## src/dtbl_pkg.sv

```systemverilog
// Constants, types and helper functions for the drive terminal and brake logic
package dtbl_pkg;

  // Clock rate and the times derived from it
  localparam int unsigned CLK_HZ        = 200_000_000;           // System clock rate
  localparam int unsigned TICK_MS       = 100;                   // Brake timer unit, 0.1 s
  localparam int unsigned TICK_CYC      = CLK_HZ / 1000 * TICK_MS; // Cycles per 0.1 s
  localparam int unsigned RST_HOLD_MS   = 10;                    // Least fault-reset hold
  localparam int unsigned RST_HOLD_CYC  = CLK_HZ / 1000 * RST_HOLD_MS; // Hold in cycles

  // Register word offsets on the parameter map
  localparam logic [15:0] ADDR_IN1_FN    = 16'h0101; // Input one function select
  localparam logic [15:0] ADDR_IN2_FN    = 16'h0102; // Input two function select
  localparam logic [15:0] ADDR_IN3_FN    = 16'h0103; // Input three function select
  localparam logic [15:0] ADDR_IN4_FN    = 16'h0104; // Input four function select
  localparam logic [15:0] ADDR_IN5_FN    = 16'h0105; // Input five function select
  localparam logic [15:0] ADDR_RLY_A_FN  = 16'h0106; // Relay output A function
  localparam logic [15:0] ADDR_RLY_B_FN  = 16'h0107; // Changeover relay function
  localparam logic [15:0] ADDR_REL_CUR   = 16'h010E; // Brake release current
  localparam logic [15:0] ADDR_REL_FREQ  = 16'h010F; // Brake release frequency
  localparam logic [15:0] ADDR_REL_TIMER = 16'h0110; // Brake release timer
  localparam logic [15:0] ADDR_ENG_FREQ  = 16'h0111; // Brake engage frequency
  localparam logic [15:0] ADDR_ENG_TIMER = 16'h0112; // Brake engage timer
  localparam logic [15:0] ADDR_IN2_FN2   = 16'h0117; // Input two second function
  localparam logic [15:0] ADDR_IN3_FN2   = 16'h0118; // Input three second function
  localparam logic [15:0] ADDR_STATUS    = 16'h0130; // Read-only block status

  // Function codes of inputs and outputs
  localparam logic [15:0] FN_SS1     = 16'h0000; // Frequency select bit 0
  localparam logic [15:0] FN_SS2     = 16'h0001; // Frequency select bit 1
  localparam logic [15:0] FN_RST     = 16'h0008; // Fault reset
  localparam logic [15:0] FN_SA1     = 16'h0032; // Ramp select bit 0
  localparam logic [15:0] FN_SA2     = 16'h0033; // Ramp select bit 1
  localparam logic [15:0] FN_FWD     = 16'h0062; // Forward run
  localparam logic [15:0] FN_REV     = 16'h0063; // Backward run
  localparam logic [15:0] FN_BRAKE_CONTROL_SIGNAL    = 16'h0039; // Brake control signal
  localparam logic [15:0] FN_ALM     = 16'h0063; // Fault output
  localparam logic [15:0] FN_NEG_OFS = 16'h03E8; // Offset of active-off codes

  // Reset values
  localparam logic [15:0] RST_IN1_FN    = FN_FWD;
  localparam logic [15:0] RST_IN2_FN    = FN_SS1;
  localparam logic [15:0] RST_IN3_FN    = FN_SS2;
  localparam logic [15:0] RST_IN4_FN    = FN_REV;
  localparam logic [15:0] RST_IN5_FN    = FN_RST;
  localparam logic [15:0] RST_IN2_FN2   = FN_SA1;
  localparam logic [15:0] RST_IN3_FN2   = FN_SA2;
  localparam logic [15:0] RST_RLY_A_FN  = 16'h0039;
  localparam logic [15:0] RST_RLY_B_FN  = 16'h0063;
  localparam logic [15:0] RST_REL_CUR   = 16'h0064;
  localparam logic [15:0] RST_REL_FREQ  = 16'h000A;
  localparam logic [15:0] RST_REL_TIMER = 16'h000A;
  localparam logic [15:0] RST_ENG_FREQ  = 16'h000A;
  localparam logic [15:0] RST_ENG_TIMER = 16'h000A;

  // Upper limits of brake settings
  localparam logic [15:0] MAX_FREQ  = 16'h00FA; // 25.0 Hz in 0.1 Hz
  localparam logic [15:0] MAX_TIMER = 16'h0032; // 5.0 s in 0.1 s
  localparam logic [15:0] MAX_CUR   = 16'h00C8; // 200 percent

  // Status register bit positions
  localparam int unsigned ST_BRAKE_REL = 0;
  localparam int unsigned ST_FAULT     = 1;
  localparam int unsigned ST_STO_TRIP  = 2;
  localparam int unsigned ST_FWD       = 3;
  localparam int unsigned ST_REV       = 4;
  localparam int unsigned ST_GATE_EN   = 5;

  // Brake sequencer states
  typedef enum logic {
    BRK_ENGAGED,
    BRK_RELEASED
  } dtbl_brake_t;

  // Input pin matches a function, in either polarity
  function automatic logic dtbl_fn_hit(input logic [15:0] code,
                                       input logic [15:0] base,
                                       input logic        pin);
    dtbl_fn_hit = ((code == base) && pin) ||
                  ((code == 16'(base + FN_NEG_OFS)) && !pin);
  endfunction

  // Relay drive from its function code
  function automatic logic dtbl_relay(input logic [15:0] code,
                                      input logic        brake,
                                      input logic        fault);
    logic r;
    r = 1'b0;
    if (code == FN_BRAKE_CONTROL_SIGNAL) r = brake;
    else if (code == 16'(FN_BRAKE_CONTROL_SIGNAL + FN_NEG_OFS)) r = !brake;
    else if (code == FN_ALM) r = fault;
    else if (code == 16'(FN_ALM + FN_NEG_OFS)) r = !fault;
    dtbl_relay = r;
  endfunction

  // Limit a written value to its range
  function automatic logic [15:0] dtbl_clamp(input logic [15:0] v,
                                             input logic [15:0] mx);
    dtbl_clamp = (v > mx) ? mx : v;
  endfunction

endpackage : dtbl_pkg

```

## src/dtbl_hold_timer.sv

```systemverilog
// Hold timer counting uninterrupted 0.1 s intervals of a condition
module dtbl_hold_timer
  import dtbl_pkg::*;
#(
  parameter int unsigned TICK = TICK_CYC // Cycles per 0.1 s
)(
  input  wire logic        i_clk_sys, // System clock
  input  wire logic        i_rst_b,   // Synchronous reset, active low
  input  wire logic        i_cond,    // Qualifying condition
  input  wire logic [15:0] i_limit,   // Hold time in 0.1 s
  output logic             o_done     // Condition held long enough
);

  // Timer state
  typedef struct packed {
    logic [31:0] pre;   // Cycles within current tick
    logic [15:0] ticks; // Whole ticks elapsed
    logic        done;  // Expired flag
  } dtbl_tmr_t;

  dtbl_tmr_t st_q; // Registered state
  dtbl_tmr_t st_d; // Next state

  // Count while held, restart when it drops
  always_comb
  begin
    st_d = st_q;
    if (!i_cond)
    begin
      st_d.pre   = 32'h0000_0000;
      st_d.ticks = 16'h0000;
    end
    else if (st_q.ticks < i_limit)
    begin
      if (st_q.pre >= 32'(TICK - 1))
      begin
        st_d.pre   = 32'h0000_0000;
        st_d.ticks = 16'(st_q.ticks + 16'h0001);
      end
      else
      begin
        st_d.pre = 32'(st_q.pre + 32'h0000_0001);
      end
    end
    st_d.done = i_cond && (st_d.ticks >= i_limit);
  end

  // State register
  always_ff @(posedge i_clk_sys)
  begin
    if (!i_rst_b)
      st_q <= '0;
    else
      st_q <= st_d;
  end

  assign o_done = st_q.done;

endmodule // dtbl_hold_timer

```

## src/dtbl_terminal.sv

```systemverilog
// Relay outputs, brake sequencer, torque cutoff and digital input decoding
//
// Summary of operation
// - Relay A and changeover relay each have own function and polarity
// - Codes 57/1057 route brake signal
// - Codes 99/1099 route fault indication
// - Fault energizes changeover relay, negative de-energizes
// - Stop plus low frequency held engages brake
// - Run plus current or frequency held releases
// - Brake settings clamped to documented ranges
// - Either cutoff channel open kills gates
// - No start until channels restored and reset
// - Default inputs: fwd, selects, rev, reset
// - One direction runs; none or both ramp down
// - Selects pick target and ramp pair
// - Ramp down uses selected deceleration time
// - Frequency bits choose base or presets
// - Reset clears fault; hold it 10 ms
module dtbl_terminal
  import dtbl_pkg::*;
#(
  parameter int unsigned TICK     = TICK_CYC,    // Cycles per 0.1 s
  parameter int unsigned RST_HOLD = RST_HOLD_CYC // Fault reset hold cycles
)(
  input  wire logic        i_clk_sys,                // System clock
  input  wire logic        i_rst_b,                  // Synchronous reset, active low
  input  wire logic        i_reg_wr,                 // Register write strobe
  input  wire logic        i_reg_rd,                 // Register read strobe
  input  wire logic [15:0] i_reg_addr,               // Register word address
  input  wire logic [15:0] i_reg_wdata,              // Register write data
  output logic [15:0]      o_reg_rdata,              // Register read data
  output logic             o_reg_rvalid,             // Read data valid pulse
  input  wire logic        i_input_one,              // Digital input one
  input  wire logic        i_input_two,              // Digital input two
  input  wire logic        i_input_three,            // Digital input three
  input  wire logic        i_input_four,             // Digital input four
  input  wire logic        i_input_five,             // Digital input five
  input  wire logic        i_safe_torque_cutoff_a,   // Cutoff channel A closed
  input  wire logic        i_safe_torque_cutoff_b,   // Cutoff channel B closed
  input  wire logic        i_fault_present,          // Any other drive fault
  input  wire logic [15:0] i_out_freq,               // Output frequency, 0.1 Hz
  input  wire logic [15:0] i_out_current,            // Output current, percent
  output logic             o_relay_out_a,            // Relay A energize
  output logic             o_relay_out_b_changeover, // Changeover relay energize
  output logic             o_brake_relay_one,        // Brake relay one
  output logic             o_brake_relay_two,        // Brake relay two
  output logic             o_fault_output,           // Fault latched
  output logic             o_gate_enable,            // Output gate drive allowed
  output logic             o_sto_tripped,            // Cutoff trip latched
  output logic             o_forward_run,            // Run forward
  output logic             o_backward_run,           // Run backward
  output logic             o_target_zero,            // Ramp to 0 Hz
  output logic [1:0]       o_freq_sel,               // 0 base, 1..3 preset
  output logic [1:0]       o_ramp_sel                // 0 base pair, 1..3 preset pair
);

  // All state of the block
  typedef struct packed {
    logic [4:0][15:0] in_fn;     // First function of each input
    logic [1:0][15:0] in_fn2;    // Second function of inputs two and three
    logic [15:0]      rly_a_fn;  // Relay A function code
    logic [15:0]      rly_b_fn;  // Changeover relay function code
    logic [15:0]      rel_cur;   // Release current threshold
    logic [15:0]      rel_freq;  // Release frequency threshold
    logic [15:0]      rel_timer; // Release hold time
    logic [15:0]      eng_freq;  // Engage frequency threshold
    logic [15:0]      eng_timer; // Engage hold time
    dtbl_brake_t      brake;     // Brake sequencer state
    logic             fault;     // Fault latch
    logic             sto_trip;  // Cutoff trip latch
    logic [31:0]      rst_cnt;   // Fault reset hold count
    logic             forward_run;       // Forward run
    logic             backward_run;       // Backward run
    logic [1:0]       fsel;      // Frequency select
    logic [1:0]       rsel;      // Ramp select
    logic             rly_a;     // Relay A drive
    logic             rly_b;     // Changeover relay drive
    logic [15:0]      rdata;     // Read data
    logic             rvalid;    // Read answer pulse
  } dtbl_state_t;

  dtbl_state_t st_q; // Registered state
  dtbl_state_t st_d; // Next state

  logic [4:0] pins;      // Input pins as a vector
  logic       chans_ok;  // Both cutoff channels closed
  logic       run;       // Registered run command
  logic       rel_cond;  // Release condition
  logic       eng_cond;  // Engage condition
  logic       rel_done;  // Release condition held
  logic       eng_done;  // Engage condition held
  logic       brake_sig; // Brake release signal
  logic [15:0] status;   // Status word

  assign pins      = {i_input_five, i_input_four, i_input_three, i_input_two, i_input_one};
  assign chans_ok  = i_safe_torque_cutoff_a && i_safe_torque_cutoff_b;
  assign run       = st_q.forward_run || st_q.backward_run;
  assign brake_sig = (st_q.brake == BRK_RELEASED);

  // Brake conditions from thresholds
  always_comb
  begin
    rel_cond = run && ((i_out_current > st_q.rel_cur) || (i_out_freq > st_q.rel_freq));
    eng_cond = !run && (i_out_freq < st_q.eng_freq);
  end

  // Release hold timer
  dtbl_hold_timer #(
    .TICK (TICK)
  ) u_rel_timer (
    .i_clk_sys (i_clk_sys),
    .i_rst_b   (i_rst_b),
    .i_cond    (rel_cond),
    .i_limit   (st_q.rel_timer),
    .o_done    (rel_done)
  );

  // Engage hold timer
  dtbl_hold_timer #(
    .TICK (TICK)
  ) u_eng_timer (
    .i_clk_sys (i_clk_sys),
    .i_rst_b   (i_rst_b),
    .i_cond    (eng_cond),
    .i_limit   (st_q.eng_timer),
    .o_done    (eng_done)
  );

  // Status word for reads
  always_comb
  begin
    status               = 16'h0000;
    status[ST_BRAKE_REL] = brake_sig;
    status[ST_FAULT]     = st_q.fault;
    status[ST_STO_TRIP]  = st_q.sto_trip;
    status[ST_FWD]       = st_q.forward_run;
    status[ST_REV]       = st_q.backward_run;
    status[ST_GATE_EN]   = o_gate_enable;
  end

  // Next-state logic
  always_comb
  begin
    logic f_ss1;   // Frequency bit 0 seen
    logic f_ss2;   // Frequency bit 1 seen
    logic f_sa1;   // Ramp bit 0 seen
    logic f_sa2;   // Ramp bit 1 seen
    logic f_fwd;   // Forward seen
    logic f_rev;   // Backward seen
    logic f_rst;   // Fault reset seen
    logic rst_ok;  // Fault reset held long enough

    f_ss1  = 1'b0;
    f_ss2  = 1'b0;
    f_sa1  = 1'b0;
    f_sa2  = 1'b0;
    f_fwd  = 1'b0;
    f_rev  = 1'b0;
    f_rst  = 1'b0;
    rst_ok = 1'b0;
    st_d   = st_q;

    for (int i = 0; i < 5; i++)
    begin
      f_ss1 = f_ss1 || dtbl_fn_hit(st_q.in_fn[i], FN_SS1, pins[i]);
      f_ss2 = f_ss2 || dtbl_fn_hit(st_q.in_fn[i], FN_SS2, pins[i]);
      f_sa1 = f_sa1 || dtbl_fn_hit(st_q.in_fn[i], FN_SA1, pins[i]);
      f_sa2 = f_sa2 || dtbl_fn_hit(st_q.in_fn[i], FN_SA2, pins[i]);
      f_fwd = f_fwd || dtbl_fn_hit(st_q.in_fn[i], FN_FWD, pins[i]);
      f_rev = f_rev || dtbl_fn_hit(st_q.in_fn[i], FN_REV, pins[i]);
      f_rst = f_rst || dtbl_fn_hit(st_q.in_fn[i], FN_RST, pins[i]);
    end

    // Second functions of inputs two and three
    for (int j = 0; j < 2; j++)
    begin
      f_sa1 = f_sa1 || dtbl_fn_hit(st_q.in_fn2[j], FN_SA1, pins[j + 1]);
      f_sa2 = f_sa2 || dtbl_fn_hit(st_q.in_fn2[j], FN_SA2, pins[j + 1]);
    end

    // reset must stay on its hold time
    if (!f_rst)
      st_d.rst_cnt = 32'h0000_0000;
    else if (st_q.rst_cnt < 32'(RST_HOLD))
      st_d.rst_cnt = 32'(st_q.rst_cnt + 32'h0000_0001);
    rst_ok = (st_q.rst_cnt >= 32'(RST_HOLD));

    // trip clears only with channels closed and reset
    st_d.sto_trip = !chans_ok || (st_q.sto_trip && !rst_ok);

    // fault latch, new fault wins over reset
    st_d.fault = i_fault_present || !chans_ok || st_q.sto_trip ||
                 (st_q.fault && !rst_ok);

    st_d.forward_run = f_fwd && !f_rev && chans_ok && !st_q.sto_trip;
    st_d.backward_run = f_rev && !f_fwd && chans_ok && !st_q.sto_trip;

    st_d.fsel = {f_ss2, f_ss1};
    st_d.rsel = {f_sa2, f_sa1};

    // Brake sequencer
    case (st_q.brake)
      BRK_ENGAGED:
      begin
        if (run && rel_done)
          st_d.brake = BRK_RELEASED;
      end
      BRK_RELEASED:
      begin
        if (!run && eng_done)
          st_d.brake = BRK_ENGAGED;
      end
      default:
      begin
        st_d.brake = BRK_ENGAGED;
      end
    endcase

    // each relay from its own code
    st_d.rly_a = dtbl_relay(st_q.rly_a_fn, brake_sig, st_q.fault);
    st_d.rly_b = dtbl_relay(st_q.rly_b_fn, brake_sig, st_q.fault);

    // Register writes
    if (i_reg_wr)
    begin
      case (i_reg_addr)
        ADDR_IN1_FN:    st_d.in_fn[0]  = i_reg_wdata;
        ADDR_IN2_FN:    st_d.in_fn[1]  = i_reg_wdata;
        ADDR_IN3_FN:    st_d.in_fn[2]  = i_reg_wdata;
        ADDR_IN4_FN:    st_d.in_fn[3]  = i_reg_wdata;
        ADDR_IN5_FN:    st_d.in_fn[4]  = i_reg_wdata;
        ADDR_IN2_FN2:   st_d.in_fn2[0] = i_reg_wdata;
        ADDR_IN3_FN2:   st_d.in_fn2[1] = i_reg_wdata;
        ADDR_RLY_A_FN:  st_d.rly_a_fn  = i_reg_wdata;
        ADDR_RLY_B_FN:  st_d.rly_b_fn  = i_reg_wdata;
        ADDR_REL_CUR:   st_d.rel_cur   = dtbl_clamp(i_reg_wdata, MAX_CUR);
        ADDR_REL_FREQ:  st_d.rel_freq  = dtbl_clamp(i_reg_wdata, MAX_FREQ);
        ADDR_REL_TIMER: st_d.rel_timer = dtbl_clamp(i_reg_wdata, MAX_TIMER);
        ADDR_ENG_FREQ:  st_d.eng_freq  = dtbl_clamp(i_reg_wdata, MAX_FREQ);
        ADDR_ENG_TIMER: st_d.eng_timer = dtbl_clamp(i_reg_wdata, MAX_TIMER);
        // Status and unmapped words ignore writes
        default:        ;
      endcase
    end

    // Register reads, unmapped words read zero
    st_d.rvalid = i_reg_rd;
    if (i_reg_rd)
    begin
      case (i_reg_addr)
        ADDR_IN1_FN:    st_d.rdata = st_q.in_fn[0];
        ADDR_IN2_FN:    st_d.rdata = st_q.in_fn[1];
        ADDR_IN3_FN:    st_d.rdata = st_q.in_fn[2];
        ADDR_IN4_FN:    st_d.rdata = st_q.in_fn[3];
        ADDR_IN5_FN:    st_d.rdata = st_q.in_fn[4];
        ADDR_IN2_FN2:   st_d.rdata = st_q.in_fn2[0];
        ADDR_IN3_FN2:   st_d.rdata = st_q.in_fn2[1];
        ADDR_RLY_A_FN:  st_d.rdata = st_q.rly_a_fn;
        ADDR_RLY_B_FN:  st_d.rdata = st_q.rly_b_fn;
        ADDR_REL_CUR:   st_d.rdata = st_q.rel_cur;
        ADDR_REL_FREQ:  st_d.rdata = st_q.rel_freq;
        ADDR_REL_TIMER: st_d.rdata = st_q.rel_timer;
        ADDR_ENG_FREQ:  st_d.rdata = st_q.eng_freq;
        ADDR_ENG_TIMER: st_d.rdata = st_q.eng_timer;
        ADDR_STATUS:    st_d.rdata = status;
        default:        st_d.rdata = 16'h0000;
      endcase
    end
  end

  // State register with reset values
  always_ff @(posedge i_clk_sys)
  begin
    if (!i_rst_b)
    begin
      st_q           <= '0;
      st_q.in_fn[0]  <= RST_IN1_FN;
      st_q.in_fn[1]  <= RST_IN2_FN;
      st_q.in_fn[2]  <= RST_IN3_FN;
      st_q.in_fn[3]  <= RST_IN4_FN;
      st_q.in_fn[4]  <= RST_IN5_FN;
      st_q.in_fn2[0] <= RST_IN2_FN2;
      st_q.in_fn2[1] <= RST_IN3_FN2;

      st_q.rly_a_fn  <= RST_RLY_A_FN;
      st_q.rly_b_fn  <= RST_RLY_B_FN;
      st_q.rel_cur   <= RST_REL_CUR;
      st_q.rel_freq  <= RST_REL_FREQ;
      st_q.rel_timer <= RST_REL_TIMER;
      st_q.eng_freq  <= RST_ENG_FREQ;
      st_q.eng_timer <= RST_ENG_TIMER;

      // Safe state
      st_q.brake     <= BRK_ENGAGED;
    end
    else
    begin
      st_q <= st_d;
    end
  end

  // Gate drive dropped in the same cycle a channel opens
  // immediate gate cutoff
  assign o_gate_enable = chans_ok && !st_q.sto_trip;

  // Registered outputs
  assign o_reg_rdata              = st_q.rdata;
  assign o_reg_rvalid             = st_q.rvalid;

  assign o_relay_out_a            = st_q.rly_a;
  assign o_relay_out_b_changeover = st_q.rly_b;
  assign o_brake_relay_one        = brake_sig;
  assign o_brake_relay_two        = brake_sig;

  assign o_fault_output           = st_q.fault;
  assign o_sto_tripped            = st_q.sto_trip;

  assign o_forward_run            = st_q.forward_run;
  assign o_backward_run           = st_q.backward_run;
  assign o_target_zero            = !(st_q.forward_run || st_q.backward_run);
  assign o_freq_sel               = st_q.fsel;
  assign o_ramp_sel               = st_q.rsel;

endmodule // dtbl_terminal

```

## config.mk

```make
export PLATFORM = sky130hd
export DESIGN_NAME = dtbl_terminal
export DESIGN_NICKNAME = d
export VERILOG_FILES = /design/src/dtbl_pkg.sv /design/src/dtbl_hold_timer.sv /design/src/dtbl_terminal.sv
export SDC_FILE = /design/constraint.sdc
export NUM_CORES = 1
export LEC_CHECK = 0
export ABC_AREA = 1
export BUFFER_PORTS_ARGS = -buffer_cell sky130_fd_sc_hd__buf_2
export CAP_MARGIN = 25
export CORE_ASPECT_RATIO = 0.9
export CORE_MARGIN = 2
export CORE_UTILIZATION = 43
export CTS_CLUSTER_SIZE = 10
export DETAILED_ROUTE_END_ITERATION = 8
export GPL_ROUTABILITY_DRIVEN = 0
export MAX_ROUTING_LAYER = met4
export SYNTH_ARGS = -nofsm -noshare
export SYNTH_HDL_FRONTEND = slang
export SYNTH_SLANG_ARGS = --single-unit
```

## constraint.sdc

```tcl
create_clock -name i_clk_sys -period 4.72 [get_ports i_clk_sys]
set_clock_uncertainty 0.05 [all_clocks]
set_input_delay 0.944 -clock i_clk_sys [delete_from_list [all_inputs] [get_ports i_clk_sys]]
set_output_delay 0.944 -clock i_clk_sys [all_outputs]
set_load 0.01 [all_outputs]
```

**Word-level counts from Yosys, hierarchy flattened**

Cells that the tools add are included.

- Bits in registers: 382
- Bits of input ports: 76
- Output and inout bits: 31
- Logic and storage cells: 377

- Add/sub/neg operators: 5
- Order comparisons: 14
- Equality and inequality tests: 96
- Mux-type cells: 23
- Bitwise operators: 1
- Reduce and logical (&&, ||, !) cells: 206

Operators with widths:

| operator | number |
|---|---|
| $eq A16 B11 Y1 const B | 28 |
| $eq A16 B6 Y1 const B | 16 |
| $eq A16 B10 Y1 const B | 15 |
| $eq A16 B9 Y1 const B | 15 |
| $pmux W16 S15 | 1 |
| $eq A16 B7 Y1 const B | 12 |
| $mux W16 | 9 |
| $add A32 B1 Y32 const B | 3 |
| $logic_and A1 B1 Y1 | 94 |
| $eq A16 B1 Y1 const B | 5 |
| $eq A16 B4 Y1 const B | 5 |
| $logic_not A16 Y1 | 5 |
| $logic_or A1 B1 Y1 | 77 |
| $ge A32 B25 Y1 const B | 2 |
| $mux W32 | 2 |
| $lt A16 B16 Y1 | 3 |
| $reduce_and A2 Y1 | 17 |
| $add A16 B1 Y16 const B | 2 |
| $ge A16 B16 Y1 | 2 |
| $ge A32 B21 Y1 const B | 1 |
| $gt A16 B16 Y1 | 2 |
| $gt A16 B8 Y1 const B | 2 |
| $lt A32 B21 Y1 const B | 1 |
| $gt A16 B6 Y1 const B | 1 |
| 4 further kinds | 25 |

**Depth between registers and ports, before layout**

Gate-level depths: netlist of run 1.

- Depth after elaboration: 11
- Mapped depth: 25
- Mapped depth without buffers: 24

**By module**

A second synthesis of run 1 with hierarchy kept.

- Cells, all modules: 3,848
- Area, all modules: 24,523.5 um^2

Modules (own cells, without submodules):

| module | instances | cells each | area each (um^2) | seq. area each (um^2) |
|---|---|---|---|---|
| dtbl_terminal | 1 | 2,544 | 16,625.9 | 5,685.5 |
| dtbl_hold_timer | 2 | 652 | 3,948.8 | 980.9 |

**Least setup slack after synthesis of run 1**

Ideal clock, no wire load.

- Path type: in2reg
- Start: input port i_out_current[15]
- End: register u_rel_timer.st_q (netlist bit u_rel_timer.o_done)
- Setup time: 117 ps
- Arrival time: 3,074 ps
- Data required time: 4,553 ps
- Setup slack: 1,479 ps
- Cell stages on the path: 20
- Cells stage by stage: ha_1 nand2_1 nor2_1 nand2_1 nor2_1 nand3_1 nand2_1 nand2_1 nand2_1 clkbuf_1 nor2_1 ha_1 nand2_1 inv_1 nand3_1 inv_1 a21oi_1 o21ai_0 a31oi_1 nor2_1

RTL lines:

| what | RTL line | RTL |
|---|---|---|
| start: declaration | dtbl_terminal.sv:42 | `input wire logic [15:0] i_out_current,` |
| end signal: assignment | dtbl_hold_timer.sv:54 | `st_q <= st_d;` |
| end: declaration | dtbl_hold_timer.sv:21 | `dtbl_tmr_t st_q;` |

==> results of run 1 <==
-- flip-flops by register name (all words and copies together) (netlist names), 2 cells and up --
register          flops
u_eng_timer.st_q     48
o_freq_sel            2
st_q                256
u_rel_timer.st_q     48
o_reg_rdata          16
o_ramp_sel            2
-- power groups by stage --
stage | combinational [mW] | clock, mW | sequential, mW
after global routing | 1.07 | 3.43 | 3.28
after global placement | 0.945 | 0 | 3.34
after floorplan | 0.656 | 0 | 3.33
after detailed placement | 0.945 | 0 | 3.34
after CTS | 0.947 | 3.32 | 3.27
final | 0.954 | 3.26 | 3.27
-- worst max-delay path by stage --
stage	startpoint	endpoint	cells after the start
3_5_place_dp	i_out_current[15]	u_rel_timer.o_done	19
6_report	u_rel_timer.st_q[17]	u_rel_timer.o_done	20
5_1_grt	u_rel_timer.st_q[17]	u_rel_timer.o_done	20
3_3_place_gp	i_out_current[15]	u_rel_timer.o_done	19
2_1_floorplan	i_out_current[15]	u_rel_timer.o_done	20
4_1_cts	u_rel_timer.st_q[17]	u_rel_timer.o_done	20
-- per-stage QoR --
stage | cell area [µm²] | cells | utilization (%) | power [mW] | hold WS [ns]
after floorplan | 24020 | 3737 | - | 3.991 | 0.3580
after global placement | 24810 | 4395 | 44.77 | 4.289 | 0.3661
after detailed placement | 24810 | 4395 | 44.77 | 4.289 | 0.3710
after CTS | 26100 | 4462 | 47.12 | 7.542 | 0.3797
after global routing | 26120 | 4463 | 47.14 | 7.784 | 0.3976
final | 26120 | 4463 | 47.14 | 7.486 | 0.3763
-- final cells by class --
cell class,count,area [µm²]
flip-flops and latches,382,7647
inverters,456,1712
fillers,5876,29280
repair buffers,134,813.3
well taps,714,893.4
clock inverters,6,48.80
multi-input cells,2710,13760
clock buffers,61,1249
-- kinds of logic after synthesis --
group	count (synthesis)	synth area share, %
flip-flops	382	31.83
buffers and inverters	645	11.03
XOR/XNOR	64	2.333
AO/OA/AOI/OAI	549	11.97
AND/OR/NAND/NOR	1982	36.85
adder cells (fa/ha/maj)	115	5.990
-- layer usage --
metal	vias to the layer above	wire length, µm
li1	12248	-
met3	158	5491
met5	-	0
met1	10772	37640
met2	802	32000
met4	0	2504
-- Yosys cell counts, types with 2 or more instances --
master / count
a211oi_1: 2
a21boi_0: 2
a21o_1: 2
a21oi_1: 293
a31oi_1: 4
and2_1: 3
buf_1: 8
buf_2: 56
buf_4: 27
buf_6: 6
clkbuf_1: 91
clkinv_1: 2
dfxtp_1: 382
ha_1: 115
inv_1: 442
inv_2: 12
nand2_1: 784
nand2_2: 6
nand2_4: 2
nand3_1: 437
nand3_2: 5
nand3b_1: 11
nand4_1: 116
nor2_1: 425
nor2_2: 11
nor2_4: 17
nor3_1: 131
nor3_4: 3
nor3b_1: 5
nor4_1: 13
o211ai_1: 31
o21a_1: 3
o21ai_0: 172
o21ai_1: 35
o21bai_1: 2
or2_2: 8
xnor2_1: 13
xor2_1: 51
-- worst reg2reg max path, cell delays in order, from the launching register on --
cell and delay [ns]:
dfxtp_1 0.43, ha_1 0.35, nand3_2 0.17, nor2_2 0.30
nand2_1 0.09, nand2_1 0.08, nand2_1 0.30, nand2_2 0.29
buf_4 0.32, nand2_1 0.08, o21ai_1 0.08, nand2_1 0.06
nand2_1 0.12, nor2_1 0.05, ha_1 0.33, a21oi_1 0.14
o21ai_0 0.09, a21oi_1 0.15, o21ai_0 0.10, a31oi_1 0.15
nor2_1 0.05
==> flow_summary.toml, run 1 <==
[global_routing]
antenna_found_initial = 1
overflow = 0
use_met2_pct = 39.39
met3_usage_pct = 4.473
use_met1_pct = 38.94
track_usage_pct = 27.45
grt_max_degree = 121
grt_pass1_wl_um = 123200
grt_pass1_vias = 21998
grt_busiest_layer = "met2"

[synthesis]
synth_ff_type = "dfxtp_1"
post_synth_num_cell_types = 47
async_flop_share_pct = 0
synth_edf_count = 0
syn-num-nets = 3928
mappedNetlistArea_um2 = 24020
yosys_warnings = 0
synth_area_leaders = "dfxtp_1, nand2_1, nand3_1"
synth.top_cell.area_share_pct = 31.83
yosysTopAreaCell = "dfxtp_1"
synth_cells = 3737
avgSynthCellArea_um2 = 6.428
yosysSeqAreaShare_pct = 31.83
ys_ff_latch = 382

[pwr]
p_leak_nw = 10.83
clockPowerShare_pct = 43.5
internal_power_mw = 5.351
switching_share_pct = 28.53
power_frac_comb_pct = 12.7
powerDensity_nw_per_um2 = 286.6
seqPwrFrac_pct = 43.7
vdd_drop_max_mv = 0.2114
p_sw_mw = 2.136

[route]
drc = 0
drtAntennaViolNets = 0
routed_wl_um = 77640
num_vias = 23980
wl_per_cell_um = 17.40
drtIter0Drc = 2232
dr.pass1.iters = 6
vias_per_cell = 5.373

[clocking]
postCtsHoldBufs = 0
cts-resized-gates = 0
htree_levels = 2
cts_buffers = 46
root_buffer = "clkbuf_16"
postCtsSetupRepairBufs = 0
insertion_delay_ns = 0.60
cts.clk_slew.worst_paths_ns = 0.05
clk_path_buf_depth = 3
clock_sinks = 382
cts_tree = "yes"

[critical_path]
cp_top_family = "simple AND/OR/NAND/NOR gates"
reg2reg_depth = 20
critPathArrivalTime_ns = 4.32
ff2ff_setup_slack_ns = 0.80
critPathSlowestCell = "dfxtp_1"
cp_cell_sequence = "ha_1 > nand3_2 > nor2_2 > nand2_1 > nand2_1 > nand2_1 > nand2_2 > buf_4 > nand2_1 > o21ai_1 > nand2_1 > nand2_1 > nor2_1 > ha_1 > a21oi_1 > o21ai_0 > a21oi_1 > o21ai_0 > a31oi_1 > nor2_1"
worstPathMaxFanout = 23
start_kind = "flop"
rr_startpoint = "u_rel_timer.st_q[17]"
crit_buf_inv = 1
critical_path_class = "reg2reg"
reg2reg_to = "u_rel_timer.o_done"
cpPeakStageDelay_ns = 0.43
worstPathRequired_ns = 5.12
crit_top_cell = "nand2_1"
endpoint_kind = "flop"

[hold_path]
hold_end = "st_q[47]"
hold_path_class = "reg2reg"
hold_depth = 2
hold_start = "st_q[47]"

[sta]
period_share_pct = 83.03
setup_viol = 0
worst_slew_pin_slew_ns = 0.8203
slew_headroom_pct = 45.25
fin_ws_ns = 0.8010
period_minus_slack_ns = 3.919
fmax_ghz = 0.2552
drv_slew = 0
fin_tns_setup_ns = 0
rsz0062_at_grt = "false"
hold_viol = 0

[floorplan]
core_um2 = 55400
start_util_pct = 43.36
die_w_um = 253.1
design.portCount = 107
die-area_um2 = 57770
num_rows = 82
dieHeight_um = 228.2

[place]
portBuffers = 106
dp_slack_ns = 0.7063
dpl.hpwl_um = 56740

[layout]
final_common_cell = "nand2_1"
mostFrequentLayoutCells = "nand2_1, inv_1, nand3_1, nor2_1, dfxtp_1"
synthToLayoutAreaGrowth_pct = 8.730
nets = 3921
antenna_cells = 0
layout-drive-gt1-share_pct = 6.962

[outcome]
outcome = "finished, final reports clean"

[run]
max-cap-violations = 0
(Power assumes the default switching activity.)
==> inputs of run 2 (changes only) <==
--- a/config.mk
+++ b/config.mk
@@ -5,7 +5,7 @@
 export SDC_FILE = /design/constraint.sdc
 export NUM_CORES = 1
 export LEC_CHECK = 0
-export ABC_AREA = 1
+export ABC_AREA = 0
 export BUFFER_PORTS_ARGS = -buffer_cell sky130_fd_sc_hd__buf_2
 export CAP_MARGIN = 25
 export CORE_ASPECT_RATIO = 0.9
==> constraint.sdc (replaced) <==
create_clock -name i_clk_sys -period 3.8 [get_ports i_clk_sys]
set_clock_uncertainty 0.05 [all_clocks]
set_input_delay 0.76 -clock i_clk_sys [delete_from_list [all_inputs] [get_ports i_clk_sys]]
set_output_delay 0.76 -clock i_clk_sys [all_outputs]
set_load 0.01 [all_outputs]
==> flow_summary.toml, run 2 <==
[outcome]
outcome = "finished, final reports clean"

[global_routing]
antenna_found_initial = 5
use_met2_pct = 42.35
grt_busiest_layer = "met2"
grt_max_degree = 75
use_met1_pct = 40.79
track_usage_pct = 29.97
met3_usage_pct = 6.953
grt_pass1_wl_um = 110000
overflow = 0
grt_pass1_vias = 18395

[sta]
fin_ws_ns = 0.1931
slew_headroom_pct = 42.61
drv_slew = 0
period_share_pct = 94.92
hold_viol = 0
period_minus_slack_ns = 3.607
rsz0062_at_grt = "true"
fmax_ghz = 0.2772
hold_slack_ns = 0.3763
setup_viol = 0
worst_slew_pin_slew_ns = 0.8609

[layout]
largest_register_ffs = 256
mostFrequentLayoutCells = "dfxtp_1, nor2_1, nand2_1, a21oi_1, nand3_1"
layout-drive-gt1-share_pct = 12.29
largest-register = "st_q"
nets = 2767
final_common_cell = "dfxtp_1"
fillCellCount = 4469
top_regs = "st_q: 256 flops, u_eng_timer.st_q: 48 flops, u_rel_timer.st_q: 48 flops"
synthToLayoutAreaGrowth_pct = 13.45
fin_area_um2 = 23070

[critical_path]
worstPathRequired_ns = 4.21
rr_startpoint = "st_q[107]"
critPathArrivalTime_ns = 4.02
start_kind = "flop"
reg2reg_to = "u_rel_timer.o_done"
critPathSlowestCell = "or3_4"
endpoint_kind = "flop"
reg2reg_depth = 17
cpPeakStageDelay_ns = 0.43
ff2ff_setup_slack_ns = 0.19
critical_path_class = "reg2reg"
worstPathMaxFanout = 3
cp_cell_sequence = "inv_1 > ha_1 > nand4_1 > or3_4 > o32ai_4 > buf_6 > or2_2 > nor3_1 > xnor2_1 > nor2_1 > ha_1 > a21o_1 > a21o_1 > a21oi_1 > nor2_1 > a211oi_2 > a21oi_1"
endpoint = "u_rel_timer.o_done"
critical_path.startpoint = "st_q[107]"

[clocking]
cts_tree = "yes"
insertion_delay_ns = 0.60
htree_levels = 2
cts.clk_slew.worst_paths_ns = 0.06
cts_buffers = 46
postCtsHoldBufs = 0
clk_path_buf_depth = 3
clock_sinks = 382
root_buffer = "clkbuf_16"

[run]
max-cap-violations = 0

[route]
drc = 0
drtIter0Drc = 2500
wl_per_cell_um = 22.69
dr.pass1.iters = 9
num_vias = 19678
drtAntennaViolNets = 0
vias_per_cell = 6.117
routed_wl_um = 72980

[synthesis]
post_synth_num_cell_types = 91
mappedNetlistArea_um2 = 20340
yosysSeqAreaShare_pct = 37.60
synth_ff_type = "dfxtp_1"
yosysTopAreaCell = "dfxtp_1"
synth_edf_count = 0
synth_area_leaders = "dfxtp_1, ha_1, nor2_1"
yosys_warnings = 0
synthTopCellsByCount = "dfxtp_1, nor2_1, nand2_1, a21oi_1, nand3_1"
synth_most_common_cell = "dfxtp_1"
ys_ff_latch = 382
synth_cells = 2498
async_flop_share_pct = 0
syn-num-nets = 2689
synth.top_cell.area_share_pct = 37.60
avgSynthCellArea_um2 = 8.141

[floorplan]
start_util_pct = 43.61
dieHeight_um = 210.3
die-area_um2 = 49050
core_um2 = 46640
die_w_um = 233.2
design.portCount = 107
num_rows = 75

[hold_path]
hold_path_class = "reg2reg"

[pwr]
p_leak_nw = 8.983
p_total_mw = 8.560
powerDensity_nw_per_um2 = 371.0
vdd_drop_max_mv = 0.2967

[place]
portBuffers = 106
postPlaceCellArea_um2 = 21570
dpl.hpwl_um = 53060
dp_slack_ns = -0.1674
-- run 2: changes by cell type after synthesis, moves of 61 or more --
cell,change
o21ai_0,-139
inv_1,-328
nand3_1,-280
nor3_1,-63
nor2_1,-131
a21oi_1,-115
and3_1,+61
nand2_1,-503
-- run 2: through the flow --
| step | TNS, ns | instances | util (%) |
|---|---|---|---|
| global route | -0.02856 | 3215 | 49.46 |
| floorplan | 0 | 2498 | - |
| global placement | -0.2205 | 3137 | 46.23 |
| detailed placement | -0.2841 | 3138 | 46.26 |
| finish | 0 | 3217 | 49.47 |
| CTS | 0 | 3206 | 49.11 |
-- run 2: cells by family (layout without fill, tap and decap cells) --
family / after synthesis / after routing / synth area share [%]
DFF: 382 / 382 / 37.60
buffers and inverters: 279 / 377 / 5.691
adders and majority gates: 115 / 115 / 7.075
and+or+nand+nor: 1102 / 1102 / 26.91
xor gates and xnor gates: 93 / 93 / 4.005
AOI/OAI and AO/OA: 460 / 460 / 15.29
muxes: 67 / 67 / 3.421
other: 0 / 5 / 0
-- run 2: power by group --
group | total, mW | internal, mW | switching [mW]
clock | 4.09 | 2.33 | 1.76
combinational | 0.452 | 0.135 | 0.317
sequential | 4.02 | 4.01 | 0.00859
total | 8.56 | 6.48 | 2.08
-- run 2: worst min-delay path by stage --
| stage | start | end | slack [ns] | cells after the start |
|---|---|---|---|---|
| after floorplan | st_q[55] | st_q[55] | 0.36 | 2 |
| after global placement | st_q[52] | st_q[52] | 0.36 | 2 |
| after detailed placement | st_q[55] | st_q[55] | 0.37 | 2 |
| after CTS | i_reg_rd | o_reg_rvalid | 0.36 | 3 |
| after global routing | i_fault_present | o_fault_output | 0.39 | 3 |
| final | st_q[55] | st_q[55] | 0.38 | 2 |
-- run 2: area by class of cell --
type	count	area [µm²]	share of cell area [%]
antenna	5	12.51	0.05423
clock buffer	64	1289	5.586
clock inverter	4	38.79	0.1681
inverter	114	430.4	1.866
multi-input combinational	1837	11670	50.57
sequential	382	7654	33.17
tap	616	770.7	3.341
timing repair buffer	195	1210	5.244
-- run 2: routing by layer --
metal,share of wire [%],vias to the layer above
met5,0,-
met4,4.7,0
met3,11,251
met2,41,1021
li1,-,9075
met1,43,9331
-- run 2: critical path, delay by kind of cell, from the launching register on --
family,cells,cell delay (ns)
xor+xnor,1,0.32
buf+inv,2,0.24
compound gates,6,1.09
fa+ha+maj,2,0.49
simple gates,6,0.90
flops,1,0.38
-- run 2: repair_timing --
action	in CTS	in global routing
endpoints found under the setup margin	0	2
gates resized for setup	0	23
buffers inserted	0	6
